`src/axi_hs_pkg.sv`:
```
/*
 * shared constants and types for the point-to-point handshake port:
 * bus widths, response codes, burst encodings and state codes.
 * assumes both ends and the interface compile after this package.
 */
package axi_hs_pkg;
   localparam int ADDR_W = 32;
   localparam int DATA_W = 32;
   localparam int STRB_W = DATA_W / 8;
   localparam int ID_W = 4;
   localparam int LEN_W = 8;
   localparam int SIZE_W = 3;
   localparam int BURST_W = 2;
   localparam int CACHE_W = 4;
   localparam int PROT_W = 3;
   localparam int RESP_W = 2;
   localparam int MEM_DEPTH = 16;
   localparam int MEM_AW = 4;
   localparam int WORD_LSB = 2;
   localparam logic [RESP_W-1:0] RESP_OKAY = 2'h0;
   localparam logic [RESP_W-1:0] RESP_SLVERR = 2'h2;
   localparam logic [BURST_W-1:0] BURST_INCR = 2'h1;
   localparam logic [SIZE_W-1:0] SIZE_WORD = 3'h2;
   localparam logic [CACHE_W-1:0] CACHE_NONE = 4'h0;
   localparam logic [PROT_W-1:0] PROT_NONE = 3'h0;
   localparam logic [LEN_W-1:0] LEN_ONE = 8'h00;
   localparam logic [LEN_W-1:0] LEN_STEP = 8'h01;
   localparam logic [MEM_AW-1:0] WADDR_STEP = 4'h1;
   localparam logic [DATA_W-1:0] DATA_ZERO = 32'h0;

   // slave write-side states
   typedef enum logic [2:0] {
      WS_ADDR = 3'b001,
      WS_DATA = 3'b010,
      WS_RESP = 3'b100
   } wr_state_e;

   // slave read-side states
   typedef enum logic [1:0] {
      RS_ADDR = 2'b01,
      RS_DATA = 2'b10
   } rd_state_e;

   // master states
   typedef enum logic [4:0] {
      MS_IDLE = 5'b00001,
      MS_WRITE = 5'b00010,
      MS_BRESP = 5'b00100,
      MS_READ = 5'b01000,
      MS_RDATA = 5'b10000
   } mst_state_e;
endpackage : axi_hs_pkg

```
`src/axi_hs_if.sv`:
```
/*
 * the five-channel handshake port as an interface, one modport per end.
 * assumes one clock and one active-low reset supplied by the testbench.
 */
`timescale 1ns/100ps
interface axi_hs_if (
   input wire logic mclk, // interface clock
   input wire logic rst_n // async active-low reset
);
   logic [axi_hs_pkg::ID_W-1:0] awid;
   logic [axi_hs_pkg::ADDR_W-1:0] awaddr;
   logic [axi_hs_pkg::LEN_W-1:0] awlen;
   logic [axi_hs_pkg::SIZE_W-1:0] awsize;
   logic [axi_hs_pkg::BURST_W-1:0] awburst;
   logic awlock;
   logic [axi_hs_pkg::CACHE_W-1:0] awcache;
   logic [axi_hs_pkg::PROT_W-1:0] awprot;
   logic awvalid;
   logic awready;
   logic [axi_hs_pkg::DATA_W-1:0] wdata;
   logic [axi_hs_pkg::STRB_W-1:0] wstrb;
   logic wlast;
   logic wvalid;
   logic wready;
   logic [axi_hs_pkg::ID_W-1:0] bid;
   logic [axi_hs_pkg::RESP_W-1:0] bresp;
   logic bvalid;
   logic bready;
   logic [axi_hs_pkg::ID_W-1:0] arid;
   logic [axi_hs_pkg::ADDR_W-1:0] araddr;
   logic [axi_hs_pkg::LEN_W-1:0] arlen;
   logic [axi_hs_pkg::SIZE_W-1:0] arsize;
   logic [axi_hs_pkg::BURST_W-1:0] arburst;
   logic arlock;
   logic [axi_hs_pkg::CACHE_W-1:0] arcache;
   logic [axi_hs_pkg::PROT_W-1:0] arprot;
   logic arvalid;
   logic arready;
   logic [axi_hs_pkg::ID_W-1:0] rid;
   logic [axi_hs_pkg::DATA_W-1:0] rdata;
   logic [axi_hs_pkg::RESP_W-1:0] rresp;
   logic rlast;
   logic rvalid;
   logic rready;

   modport mst (
      input mclk, rst_n,
      output awid, awaddr, awlen, awsize, awburst, awlock, awcache, awprot, awvalid,
      input awready,
      output wdata, wstrb, wlast, wvalid,
      input wready,
      input bid, bresp, bvalid,
      output bready,
      output arid, araddr, arlen, arsize, arburst, arlock, arcache, arprot, arvalid,
      input arready,
      input rid, rdata, rresp, rlast, rvalid,
      output rready
   );

   modport slv (
      input mclk, rst_n,
      input awid, awaddr, awlen, awsize, awburst, awlock, awcache, awprot, awvalid,
      output awready,
      input wdata, wstrb, wlast, wvalid,
      output wready,
      output bid, bresp, bvalid,
      input bready,
      input arid, araddr, arlen, arsize, arburst, arlock, arcache, arprot, arvalid,
      output arready,
      output rid, rdata, rresp, rlast, rvalid,
      input rready
   );
endinterface : axi_hs_if

```
`src/axi_hs_mem.sv`:
```
/*
 * small word memory with byte-lane write enables, registered read.
 * assumes the caller gives one write and one read port on mclk.
 */
`timescale 1ns/100ps
module axi_hs_mem (
   input wire logic mclk, // clock
   input wire logic clk_en, // freezes all state when low
   input wire logic wr_en, // write this cycle
   input wire logic [axi_hs_pkg::MEM_AW-1:0] wr_addr, // write word index
   input wire logic [axi_hs_pkg::DATA_W-1:0] wr_data, // write word
   input wire logic [axi_hs_pkg::STRB_W-1:0] wr_strb, // byte lanes to write
   input wire logic rd_en, // load read word
   input wire logic [axi_hs_pkg::MEM_AW-1:0] rd_addr, // read word index
   output logic [axi_hs_pkg::DATA_W-1:0] rd_data // registered read word
);
   logic [axi_hs_pkg::DATA_W-1:0] mem_r [axi_hs_pkg::MEM_DEPTH];

   // one lane writer per byte
   for (genvar b = 0; b < axi_hs_pkg::STRB_W; b++) begin : g_lane
      always_ff @(posedge mclk) begin
         if (clk_en && wr_en && wr_strb[b]) begin
            mem_r[wr_addr][b*8 +: 8] <= wr_data[b*8 +: 8];
         end
      end
   end

   // registered read port
   always_ff @(posedge mclk) begin
      if (clk_en && rd_en) begin
         rd_data <= mem_r[rd_addr];
      end
   end
endmodule : axi_hs_mem

```
`src/axi_hs_slave.sv`:
```
/*
 * slave end of the handshake port: a small memory target with
 * independent write (address, data, response) and read sides.
 * assumes the master keeps its own side of the handshake; every
 * output here is a flip-flop so no input reaches an output directly.
 */
`timescale 1ns/100ps
module axi_hs_slave (
   axi_hs_if.slv bus, // handshake port, slave side
   input wire logic clk_en, // freezes all state when low
   input wire logic rd_stall, // holds read ready low while high
   output logic wr_busy, // write in progress
   output logic rd_busy // read in progress
);
   axi_hs_pkg::wr_state_e wst_r;
   axi_hs_pkg::rd_state_e rst_r;
   logic [axi_hs_pkg::MEM_AW-1:0] waddr_r;
   logic [axi_hs_pkg::MEM_AW-1:0] raddr_r;
   logic [axi_hs_pkg::LEN_W-1:0] rcnt_r;
   logic wr_err_r;
   logic rd_err_r;
   logic aw_fire;
   logic w_fire;
   logic b_fire;
   logic ar_fire;
   logic r_fire;
   logic [axi_hs_pkg::DATA_W-1:0] mem_q;
   logic mem_rd;
   logic [axi_hs_pkg::MEM_AW-1:0] mem_ra;

   assign aw_fire = bus.awvalid && bus.awready;
   assign w_fire = bus.wvalid && bus.wready;
   assign b_fire = bus.bvalid && bus.bready;
   assign ar_fire = bus.arvalid && bus.arready;
   assign r_fire = bus.rvalid && bus.rready;

   // read port: fetch on address or on next beat
   assign mem_rd = ar_fire || (r_fire && !bus.rlast);
   assign mem_ra = ar_fire ? bus.araddr[axi_hs_pkg::WORD_LSB +: axi_hs_pkg::MEM_AW]
                           : raddr_r;

   axi_hs_mem u_mem (
      .mclk(bus.mclk),
      .clk_en(clk_en),
      .wr_en(w_fire && !wr_err_r),
      .wr_addr(waddr_r),
      .wr_data(bus.wdata),
      .wr_strb(bus.wstrb),
      .rd_en(mem_rd),
      .rd_addr(mem_ra),
      .rd_data(mem_q)
   );

   // write side: address, data beats, then response
   // async assert, edge-only changes
   always_ff @(posedge bus.mclk or negedge bus.rst_n) begin
      if (!bus.rst_n) begin
         wst_r <= axi_hs_pkg::WS_ADDR;
         bus.awready <= 1'b0;
         bus.wready <= 1'b0;
         bus.bvalid <= 1'b0;
         bus.bid <= '0;
         bus.bresp <= axi_hs_pkg::RESP_OKAY;
         waddr_r <= '0;
         wr_err_r <= 1'b0;
      end else if (clk_en) begin
         case (wst_r)
            axi_hs_pkg::WS_ADDR: begin
               bus.awready <= 1'b1;
               if (aw_fire) begin
                  bus.awready <= 1'b0;
                  bus.wready <= 1'b1;
                  bus.bid <= bus.awid;
                  waddr_r <= bus.awaddr[axi_hs_pkg::WORD_LSB +: axi_hs_pkg::MEM_AW];
                  wr_err_r <= (bus.awsize != axi_hs_pkg::SIZE_WORD);
                  wst_r <= axi_hs_pkg::WS_DATA;
               end
            end
            axi_hs_pkg::WS_DATA: begin
               if (w_fire) begin
                  waddr_r <= waddr_r + axi_hs_pkg::WADDR_STEP;
                  if (bus.wlast) begin
                     // one response for the whole write
                     bus.wready <= 1'b0;
                     bus.bvalid <= 1'b1;
                     bus.bresp <= wr_err_r ? axi_hs_pkg::RESP_SLVERR
                                           : axi_hs_pkg::RESP_OKAY;
                     wst_r <= axi_hs_pkg::WS_RESP;
                  end
               end
            end
            axi_hs_pkg::WS_RESP: begin
               if (b_fire) begin
                  bus.bvalid <= 1'b0;
                  bus.awready <= 1'b1;
                  wst_r <= axi_hs_pkg::WS_ADDR;
               end
            end
            default: begin
               wst_r <= axi_hs_pkg::WS_ADDR;
               bus.awready <= 1'b0;
               bus.wready <= 1'b0;
               bus.bvalid <= 1'b0;
            end
         endcase
      end
   end

   // read side: address, then counted data beats
   always_ff @(posedge bus.mclk or negedge bus.rst_n) begin
      if (!bus.rst_n) begin
         rst_r <= axi_hs_pkg::RS_ADDR;
         bus.arready <= 1'b0;
         bus.rvalid <= 1'b0;
         bus.rlast <= 1'b0;
         bus.rid <= '0;
         bus.rresp <= axi_hs_pkg::RESP_OKAY;
         raddr_r <= '0;
         rcnt_r <= '0;
         rd_err_r <= 1'b0;
      end else if (clk_en) begin
         case (rst_r)
            axi_hs_pkg::RS_ADDR: begin
               // ready dropped while stalled, even before valid
               bus.arready <= !rd_stall;
               if (ar_fire) begin
                  // data only after an accepted address
                  bus.arready <= 1'b0;
                  bus.rvalid <= 1'b1;
                  bus.rid <= bus.arid;
                  bus.rlast <= (bus.arlen == axi_hs_pkg::LEN_ONE);
                  rd_err_r <= (bus.arsize != axi_hs_pkg::SIZE_WORD);
                  bus.rresp <= (bus.arsize != axi_hs_pkg::SIZE_WORD)
                               ? axi_hs_pkg::RESP_SLVERR : axi_hs_pkg::RESP_OKAY;
                  rcnt_r <= bus.arlen;
                  raddr_r <= mem_ra + axi_hs_pkg::WADDR_STEP;
                  rst_r <= axi_hs_pkg::RS_DATA;
               end
            end
            axi_hs_pkg::RS_DATA: begin
               if (r_fire) begin
                  if (bus.rlast) begin
                     bus.rvalid <= 1'b0;
                     bus.rlast <= 1'b0;
                     bus.arready <= !rd_stall;
                     rst_r <= axi_hs_pkg::RS_ADDR;
                  end else begin
                     rcnt_r <= rcnt_r - axi_hs_pkg::LEN_STEP;
                     bus.rlast <= (rcnt_r == axi_hs_pkg::LEN_STEP);
                     bus.rresp <= rd_err_r ? axi_hs_pkg::RESP_SLVERR
                                           : axi_hs_pkg::RESP_OKAY;
                     raddr_r <= raddr_r + axi_hs_pkg::WADDR_STEP;
                  end
               end
            end
            default: begin
               rst_r <= axi_hs_pkg::RS_ADDR;
               bus.arready <= 1'b0;
               bus.rvalid <= 1'b0;
            end
         endcase
      end
   end

   // data word from registered memory port
   assign bus.rdata = mem_q;

   // user-side status flags
   always_ff @(posedge bus.mclk or negedge bus.rst_n) begin
      if (!bus.rst_n) begin
         wr_busy <= 1'b0;
         rd_busy <= 1'b0;
      end else if (clk_en) begin
         wr_busy <= (wst_r != axi_hs_pkg::WS_ADDR) || aw_fire;
         rd_busy <= (rst_r != axi_hs_pkg::RS_ADDR) || ar_fire;
      end
   end
endmodule : axi_hs_slave

```
`src/flat_wrapper.sv`:
```
// flat-port wrapper written by rule: the top's interface ports become plain ports
module axi_hs_slave_flat 
  (clk_en, rd_stall, wr_busy, rd_busy, mclk, rst_n, bus_awid, bus_awaddr, bus_awlen, bus_awsize, bus_awburst, bus_awlock, bus_awcache, bus_awprot, bus_awvalid, bus_awready, bus_wdata, bus_wstrb, bus_wlast, bus_wvalid, bus_wready, bus_bid, bus_bresp, bus_bvalid, bus_bready, bus_arid, bus_araddr, bus_arlen, bus_arsize, bus_arburst, bus_arlock, bus_arcache, bus_arprot, bus_arvalid, bus_arready, bus_rid, bus_rdata, bus_rresp, bus_rlast, bus_rvalid, bus_rready);
  axi_hs_if bus_i (.mclk(mclk), .rst_n(rst_n));
  input wire logic clk_en;
  input wire logic rd_stall;
  output logic wr_busy;
  output logic rd_busy;
  input wire logic mclk;
  input wire logic rst_n;
  input wire logic [$bits(bus_i.awid)-1:0] bus_awid;
  input wire logic [$bits(bus_i.awaddr)-1:0] bus_awaddr;
  input wire logic [$bits(bus_i.awlen)-1:0] bus_awlen;
  input wire logic [$bits(bus_i.awsize)-1:0] bus_awsize;
  input wire logic [$bits(bus_i.awburst)-1:0] bus_awburst;
  input wire logic [$bits(bus_i.awlock)-1:0] bus_awlock;
  input wire logic [$bits(bus_i.awcache)-1:0] bus_awcache;
  input wire logic [$bits(bus_i.awprot)-1:0] bus_awprot;
  input wire logic [$bits(bus_i.awvalid)-1:0] bus_awvalid;
  output wire logic [$bits(bus_i.awready)-1:0] bus_awready;
  input wire logic [$bits(bus_i.wdata)-1:0] bus_wdata;
  input wire logic [$bits(bus_i.wstrb)-1:0] bus_wstrb;
  input wire logic [$bits(bus_i.wlast)-1:0] bus_wlast;
  input wire logic [$bits(bus_i.wvalid)-1:0] bus_wvalid;
  output wire logic [$bits(bus_i.wready)-1:0] bus_wready;
  output wire logic [$bits(bus_i.bid)-1:0] bus_bid;
  output wire logic [$bits(bus_i.bresp)-1:0] bus_bresp;
  output wire logic [$bits(bus_i.bvalid)-1:0] bus_bvalid;
  input wire logic [$bits(bus_i.bready)-1:0] bus_bready;
  input wire logic [$bits(bus_i.arid)-1:0] bus_arid;
  input wire logic [$bits(bus_i.araddr)-1:0] bus_araddr;
  input wire logic [$bits(bus_i.arlen)-1:0] bus_arlen;
  input wire logic [$bits(bus_i.arsize)-1:0] bus_arsize;
  input wire logic [$bits(bus_i.arburst)-1:0] bus_arburst;
  input wire logic [$bits(bus_i.arlock)-1:0] bus_arlock;
  input wire logic [$bits(bus_i.arcache)-1:0] bus_arcache;
  input wire logic [$bits(bus_i.arprot)-1:0] bus_arprot;
  input wire logic [$bits(bus_i.arvalid)-1:0] bus_arvalid;
  output wire logic [$bits(bus_i.arready)-1:0] bus_arready;
  output wire logic [$bits(bus_i.rid)-1:0] bus_rid;
  output wire logic [$bits(bus_i.rdata)-1:0] bus_rdata;
  output wire logic [$bits(bus_i.rresp)-1:0] bus_rresp;
  output wire logic [$bits(bus_i.rlast)-1:0] bus_rlast;
  output wire logic [$bits(bus_i.rvalid)-1:0] bus_rvalid;
  input wire logic [$bits(bus_i.rready)-1:0] bus_rready;
  assign bus_i.awid = bus_awid;
  assign bus_i.awaddr = bus_awaddr;
  assign bus_i.awlen = bus_awlen;
  assign bus_i.awsize = bus_awsize;
  assign bus_i.awburst = bus_awburst;
  assign bus_i.awlock = bus_awlock;
  assign bus_i.awcache = bus_awcache;
  assign bus_i.awprot = bus_awprot;
  assign bus_i.awvalid = bus_awvalid;
  assign bus_awready = bus_i.awready;
  assign bus_i.wdata = bus_wdata;
  assign bus_i.wstrb = bus_wstrb;
  assign bus_i.wlast = bus_wlast;
  assign bus_i.wvalid = bus_wvalid;
  assign bus_wready = bus_i.wready;
  assign bus_bid = bus_i.bid;
  assign bus_bresp = bus_i.bresp;
  assign bus_bvalid = bus_i.bvalid;
  assign bus_i.bready = bus_bready;
  assign bus_i.arid = bus_arid;
  assign bus_i.araddr = bus_araddr;
  assign bus_i.arlen = bus_arlen;
  assign bus_i.arsize = bus_arsize;
  assign bus_i.arburst = bus_arburst;
  assign bus_i.arlock = bus_arlock;
  assign bus_i.arcache = bus_arcache;
  assign bus_i.arprot = bus_arprot;
  assign bus_i.arvalid = bus_arvalid;
  assign bus_arready = bus_i.arready;
  assign bus_rid = bus_i.rid;
  assign bus_rdata = bus_i.rdata;
  assign bus_rresp = bus_i.rresp;
  assign bus_rlast = bus_i.rlast;
  assign bus_rvalid = bus_i.rvalid;
  assign bus_i.rready = bus_rready;
  axi_hs_slave u_core (.bus(bus_i), .clk_en(clk_en), .rd_stall(rd_stall), .wr_busy(wr_busy), .rd_busy(rd_busy));
endmodule
```
`config.mk`:
```
export PLATFORM = sky130hd
export DESIGN_NAME = axi_hs_slave_flat
export DESIGN_NICKNAME = d
export VERILOG_FILES = /design/src/axi_hs_pkg.sv /design/src/axi_hs_if.sv /design/src/axi_hs_mem.sv /design/src/axi_hs_slave.sv /design/src/flat_wrapper.sv
export SDC_FILE = /design/constraint.sdc
export NUM_CORES = 1
export LEC_CHECK = 0
export BUFFER_PORTS_ARGS = -buffer_cell sky130_fd_sc_hd__buf_4
export CAP_MARGIN = 0
export CORE_MARGIN = 2
export CORE_UTILIZATION = 47
export CTS_BUF_LIST = sky130_fd_sc_hd__clkbuf_2
export CTS_CLUSTER_SIZE = 14
export DETAILED_ROUTE_END_ITERATION = 16
export GPL_TIMING_DRIVEN = 0
export PLACE_DENSITY = 0.71
export SLEW_MARGIN = 10
export SYNTH_ARGS = -nofsm -noshare
export SYNTH_HDL_FRONTEND = slang
export SYNTH_SLANG_ARGS = --single-unit
```
`constraint.sdc`:
```
create_clock -name mclk -period 5 [get_ports mclk]
set_input_delay 1 -clock mclk [delete_from_list [all_inputs] [get_ports mclk]]
set_output_delay 1 -clock mclk [all_outputs]
set_load 0.03 [all_outputs]
```
# Word level (Yosys, flattened, before mapping)
# Memories as Yosys holds them, arrays and structs flattened. A register that Yosys moved wholly into a read port is not among the register bits.
# Index checks and enable logic that the tools add are counted.
[totals] regBits=43 latch_bits=0 ram_bits=512 romBits=0 inputBits=160 out_inout_bits=52 wordCells=138 mem_count=1
[classes] n_addsub=4 multipliers=0 div_mod_pow=0 n_lt_le_gt_ge=0 n_eq_ne=18 n_shift=0 muxes=59 bitwise=3 reduce_logical=34
[memory_table] memory="u_core.u_mem.mem_r" depth=16 word_bits=32 read_ports=1 rd_clocked_by_memory_dff=1 write_ports=1 line_no="axi_hs_mem.sv:17" source="logic [axi_hs_pkg::DATA_W-1:0] mem_r [axi_hs_pkg::MEM_DEPTH];"
[ops] operator="two-way mux 1 bit" n=25
[ops] operator="two-way mux 4 bit" n=6
[ops] operator="two-way mux 8 bit" n=3
[ops] operator="AND reduction 5 bit" n=4
[ops] operator="two-way mux 2 bit" n=9
[ops] operator="one-hot mux 4 bit (2 select lines)" n=2
[ops] operator="one-hot mux 8 bit (2 select lines)" n=1
[ops] operator="AND reduction 4 bit" n=4
[ops] operator="inequality test 2 x 1 -> 1 bit, second input constant" n=7
[ops] operator="logical AND 1 bit" n=13
[ops] operator="adder 4 x 1 -> 4 bit, second input constant" n=3
[ops] operator="two-way mux 3 bit" n=4
[ops] operator="AND reduction 3 bit" n=4
[ops] operator="one-hot mux 1 bit (3 select lines)" n=3
[ops] operator="one-hot mux 3 bit (3 select lines)" n=1
[ops] operator="== test 8 x 1 -> 1 bit, second input constant" n=1
[ops] operator="logical NOT 8 bit" n=1
[ops] operator="one-hot mux 2 bit (2 select lines)" n=2
[ops] operator="subtractor 8 x 1 -> 8 bit, second input constant" n=1
[ops] operator="inequality test 3 x 2 -> 1 bit, second input constant" n=2
[ops] operator="one-hot mux 1 bit (2 select lines)" n=3
[ops] operator="inequality test 2 bit, second input constant" n=2
[ops] operator="nonzero test 2 bit" n=2
[ops] operator="== test 3 x 1 -> 1 bit, second input constant" n=1
[ops] operator="8 further kinds" n=14

# Logic depth before layout (Yosys ltp)
[logic_depth] depth_word=6 depth_mapped=11

# Modules after synthesis
# Synthesis repeated with hierarchy kept, for this count alone.
[hier_totals] cells_unflattened=1149 hier_area_um2=22815.6
[modules_own_cells] mod="axi_hs_mem" instances=1 cells_per_inst=910 area_each_um2=20448.4
[modules_own_cells] mod="axi_hs_slave" instances=1 cells_per_inst=239 area_each_um2=2367.3

# Least setup slack after synthesis
# OpenSTA, ideal clock, no wires.
[synth_path] path_kind="input port to flip-flop" from="input bus_arvalid" to="register u_core.u_mem.rd_data[0] (netlist bit), read port of u_core.u_mem.mem_r, enable pin" setup_time_ns=0.422 arrival_time_ns=2.843 path_slack_ns=1.735 stages=5 path_buffers=2 cell_sequence="buf_2 and2_1 buf_6 nor2_1 nor2_1"
[synth_via] elab_chain_len=3 elab_cells_between_ends=4 classes_between="mux: 1; reduce/logical: 3"
[synth_lines] item="start: declaration" line_no="flat_wrapper.sv:38" source="input wire logic [$bits(bus_i.arvalid)-1:0] bus_arvalid;"
[synth_lines] item="logical AND 1 bit (*)" line_no="axi_hs_slave.sv:34" source="assign ar_fire = bus.arvalid && bus.arready;"
[synth_lines] item="logical OR 1 bit" line_no="axi_hs_slave.sv:38" source="assign mem_rd = ar_fire || (r_fire && !bus.rlast);"
[synth_lines] item="logical AND 1 bit" line_no="axi_hs_mem.sv:30" source="if (clk_en && rd_en) begin"
[synth_lines] item="end: declaration" line_no="axi_hs_mem.sv:15" source="output logic [axi_hs_pkg::DATA_W-1:0] rd_data"
# Mark *: on every way between the ends. The rest lies on a longest branch, timed or not.
# A chain may end at the register's enable or synchronous reset.

# Worst setup path in the final report
[layout_path] from="register u_core.bus.wready" to="memory u_core.u_mem.mem_r[11][30] (netlist bit), enable pin"
[layout_via] elab_chain_len=6
[layout_lines] item="start: declaration" line_no="axi_hs_if.sv:65" source="output wready,"
[layout_lines] item="start signal: assignment" line_no="axi_hs_slave.sv:60" source="bus.wready <= 1'b0;"
[layout_lines] item="start signal: assignment" line_no="axi_hs_slave.sv:72" source="bus.wready <= 1'b1;"
[layout_lines] item="start signal: assignment" line_no="axi_hs_slave.sv:84" source="bus.wready <= 1'b0;"
[layout_lines] item="logical AND 1 bit" line_no="axi_hs_slave.sv:32" source="assign w_fire = bus.wvalid && bus.wready;"
[layout_lines] item="logical AND 1 bit" line_no="axi_hs_slave.sv:45" source=".wr_en(w_fire && !wr_err_r),"
[layout_lines] item="logical AND 1 bit (2 in a row)" line_no="axi_hs_mem.sv:22" source="if (clk_en && wr_en && wr_strb[b]) begin"
[layout_lines] item="two-way mux 1 bit" line_no="axi_hs_mem.sv:22"
[layout_lines] item="two-way mux 1 bit (implied by the code)" line_no="axi_hs_mem.sv:23" source="mem_r[wr_addr][b*8 +: 8] <= wr_data[b*8 +: 8];"
[layout_lines] item="end: declaration" line_no="axi_hs_mem.sv:17"
# No other way between the ends.

==> impl_metrics.yaml <==
status:
  status: "completed"
detailed_routing:
  wl_per_cell_um: 24.8
  drcViolationCount: 0
  vias: 16395
  ant_nets: 0
  dr.pass1.iters: 8
  drt_first_iter_violations: 2091
  post_drt_via_cell_ratio: 5.97
  wirelength_um: 68000
global_route:
  first_global_vias: 16315
  antenna_found_initial: 3
  grtUsageTotal: 0.258
  met2_usage: 0.394
  grt_pass1_wl_um: 99500
  grt.met1_usage: 0.324
  grt_max_degree: 41
  top_usage_layer: "met2"
  grt-ovfl-total: 0
  grtUsageMet3: 0.0934
worst_setup_path:
  reg2reg_slack_ns: 1.68
  crit_required_ns: 5.86
  r2r_end: "u_core.u_mem.mem_r[11][30]"
  slowest_stage: "nor2_1"
  crit_path_start_kind: "flop"
  worstSetupPathType: "reg -> reg"
  reg2reg_depth: 5
  cp_slowest_stage_delay_ns: 1.06
  endpoint: "u_core.u_mem.mem_r[11][30]"
  critPathMaxFanout: 10
  worstPathArrival_ns: 4.18
  cp.buffers_inverters: 1
  crit_cells: 5
  path_cells: "nand2_1, nor3_1, nand2_1, clkbuf_1, nor2_1"
  crit_start: "u_core.bus.wready"
  cp-end-kind: "flop"
  path_common_cell: "nand2_1"
  path_delay_family: "simple AND/OR/NAND/NOR gates"
  rr_startpoint: "u_core.bus.wready"
clock_tree:
  postCtsSetupRepairBufs: 0
  cts_hold_buffers: 60
  insertion_delay_ns: 1.32
  cts_buffers: 146
  cts_tree: "yes"
  clockBufferDepth: 3
  clk_pin_slew_ns: 0.10
  cts_max_level: 4
  cts-root-buf: "clkbuf_2"
  cts.repair.resized: 0
  clkSinkCount: 584
logic_synthesis:
  synth_compound_area_frac: 0.0943
  synth_top_family_by_area: "compound AO/OA/AOI/OAI gates"
  ys_seq_area_frac: 0.728
  yosysUniqueCellTypes: 57
  async_reset_ff_frac: 0.0685
  muxShareOfSynthArea: 0.0631
  synth_warnings: 0
  synth_xor_area_frac: 0.000736
  syn_area_per_cell_um2: 14.5
  synth_top_cell_area_share: 0.686
  netlist_top_cells_area: "edfxtp_1, mux2i_1, dfrtp_1"
  yosys-top-cells-count: "edfxtp_1, nand3_1, o21ai_0"
  ys_ff_latch: 584
  synthSimpleGateAreaFrac: 0.0827
  post-synth-top-count-cell: "edfxtp_1"
  synth_area_um2: 23800
  netlist_instances: 1638
  synth_edf_count: 544
  yosysTopAreaCell: "edfxtp_1"
  synth-adder-area-share: 0.00473
  synth-main-ff-cell: "edfxtp_1"
power_and_ir_drop:
  pwr-share-clk: 0.227
  p_seq_frac: 0.404
  powerDensity_nw_per_um2: 521
  combinationalPowerShare: 0.369
  p_switching_w: 0.00565
  p_sw_frac: 0.394
  p_leak_nw: 9.62
  ir_drop_v: 0.000267
  internal-power_w: 0.00871
timing:
  rsz0062_at_grt: "false"
  finalHoldViolations: 0
  setup_viol: 0
  fin_tns_setup_ns: 0
  slew_viol_final: 0
  relSlewSlack: 0.0694
  setup_ws_ns: 1.68
  period_share: 0.664
  fmax_mhz: 301
  worst_slew_pin_slew_ns: 1.36
  skew_ns: 0.0717
  period_needed_ns: 3.32
flow_run:
  cap_violations: 0
floorplan:
  row_count: 82
  io_pins: 212
  initial_utilization: 0.476
  dieWidth_um: 229
  die_area_um2: 52500
  core_um2: 50100
  die_y_um: 229
placement:
  port_buffers: 124
  place_congestion: 0.932
  place_hpwl_um: 43500
  dpl-instance-area_um2: 25600
  dp_slack_ns: 0.958
cells_and_area:
  seq_area_um2: 17300
  final_cell_area_um2: 27600
  fin_nets: 2141
  syn2layout_area_growth_pct: 15.7
  fillers: 4128
  multi_input_area_um2: 5870
  drive_above_1_share: 0.205
worst_hold_path:
  min_path_type: "in -> reg"
## logic make-up (layout without fill, tap and decap cells)
group | after synthesis | after routing
compound gates | 356 | 356
xor+xnor | 2 | 2
flops | 584 | 584
simple gates | 401 | 401
fa+ha+maj | 9 | 9
mux | 148 | 148
other cells | 1 | 4
buf+inv | 137 | 569
## area by class of cell
cell class	count	area share
sequential	584	0.629
multi-input combinational	918	0.213
timing repair buffer	185	0.0563
clock buffer	203	0.0369
tap	672	0.0305
buffer	124	0.0209
clock inverter	44	0.0111
inverter	13	0.00177
antenna	2	0.000182
## worst min-delay path by stage
stage | cells past startpoint | from | endpoint | slack [ns]
3_3_place_gp | 2 | u_core.rd_err_r | u_core.rd_err_r | 0.46
4_1_cts | 4 | bus_wlast | u_core.bus.bresp[1] | 0.01
2_1_floorplan | 2 | u_core.rd_err_r | u_core.rd_err_r | 0.45
3_5_place_dp | 2 | u_core.rd_err_r | u_core.rd_err_r | 0.49
6_report | 4 | bus_wlast | u_core.bus.bresp[1] | 0.13
5_1_grt | 4 | bus_wlast | u_core.bus.bresp[1] | 0.08
## cells in the final DEF (no fill, tap or decap), types with 8 or more instances in the layout
master	instances
edfxtp_1	544
clkbuf_2	204
nand3_1	151
o21ai_0	148
buf_4	140
mux2i_1	132
a21oi_1	81
nor2_1	78
clkbuf_1	68
nor3_1	66
o221ai_1	65
dlygate4sd3_1	60
nand2_1	38
dfrtp_1	38
nand4_1	34
buf_2	33
o2bb2ai_1	32
clkinv_1	30
mux2_2	15
inv_1	13
ha_1	9
o22ai_1	8
## per-layer routing
layer,vias to the layer above,routed length (um)
met5,-,22
met4,2,3210
met3,194,8170
met2,1076,31000
met1,7944,25600
li1,7179,-
## tightest hold or removal path, delay by kind of cell
kind                   cells  cell delay (ns)
buffers and inverters      1             0.08
muxes                      1             0.16
and+or+nand+nor            2             0.13
## power groups by stage
| stage | clock network (W) | registers, W | logic [W] |
|---|---|---|---|
| global route | 0.00353 | 0.00583 | 0.00559 |
| CTS | 0.00329 | 0.00579 | 0.00520 |
| global placement | 0 | 0.00590 | 0.00505 |
| detailed placement | 0 | 0.00590 | 0.00514 |
| finish | 0.00326 | 0.00580 | 0.00531 |
| floorplan | 0 | 0.00612 | 0.00295 |
## flip-flops by register name, indices dropped and copies added, names as in the netlist, 3 cells and up
register,count
u_core.bus.bid,4
u_core.bus.rid,4
u_core.raddr_r,4
u_core.rcnt_r,8
u_core.u_mem.mem_r,512
u_core.u_mem.rd_data,32
u_core.waddr_r,4
u_core.wst_r,3
## per-stage QoR
stage | total power, W | instances | utilization | hold WS, ns
2_1_floorplan | 0.00907 | 1639 | - | 0.450
3_3_place_gp | 0.0109 | 2435 | 0.511 | 0.461
3_5_place_dp | 0.0110 | 2436 | 0.512 | 0.485
4_1_cts | 0.0143 | 2743 | 0.550 | 0.0126
5_1_grt | 0.0149 | 2745 | 0.550 | 0.0783
6_report | 0.0144 | 2745 | 0.550 | 0.130
Note: power is estimated with default switching activity, not from simulation.
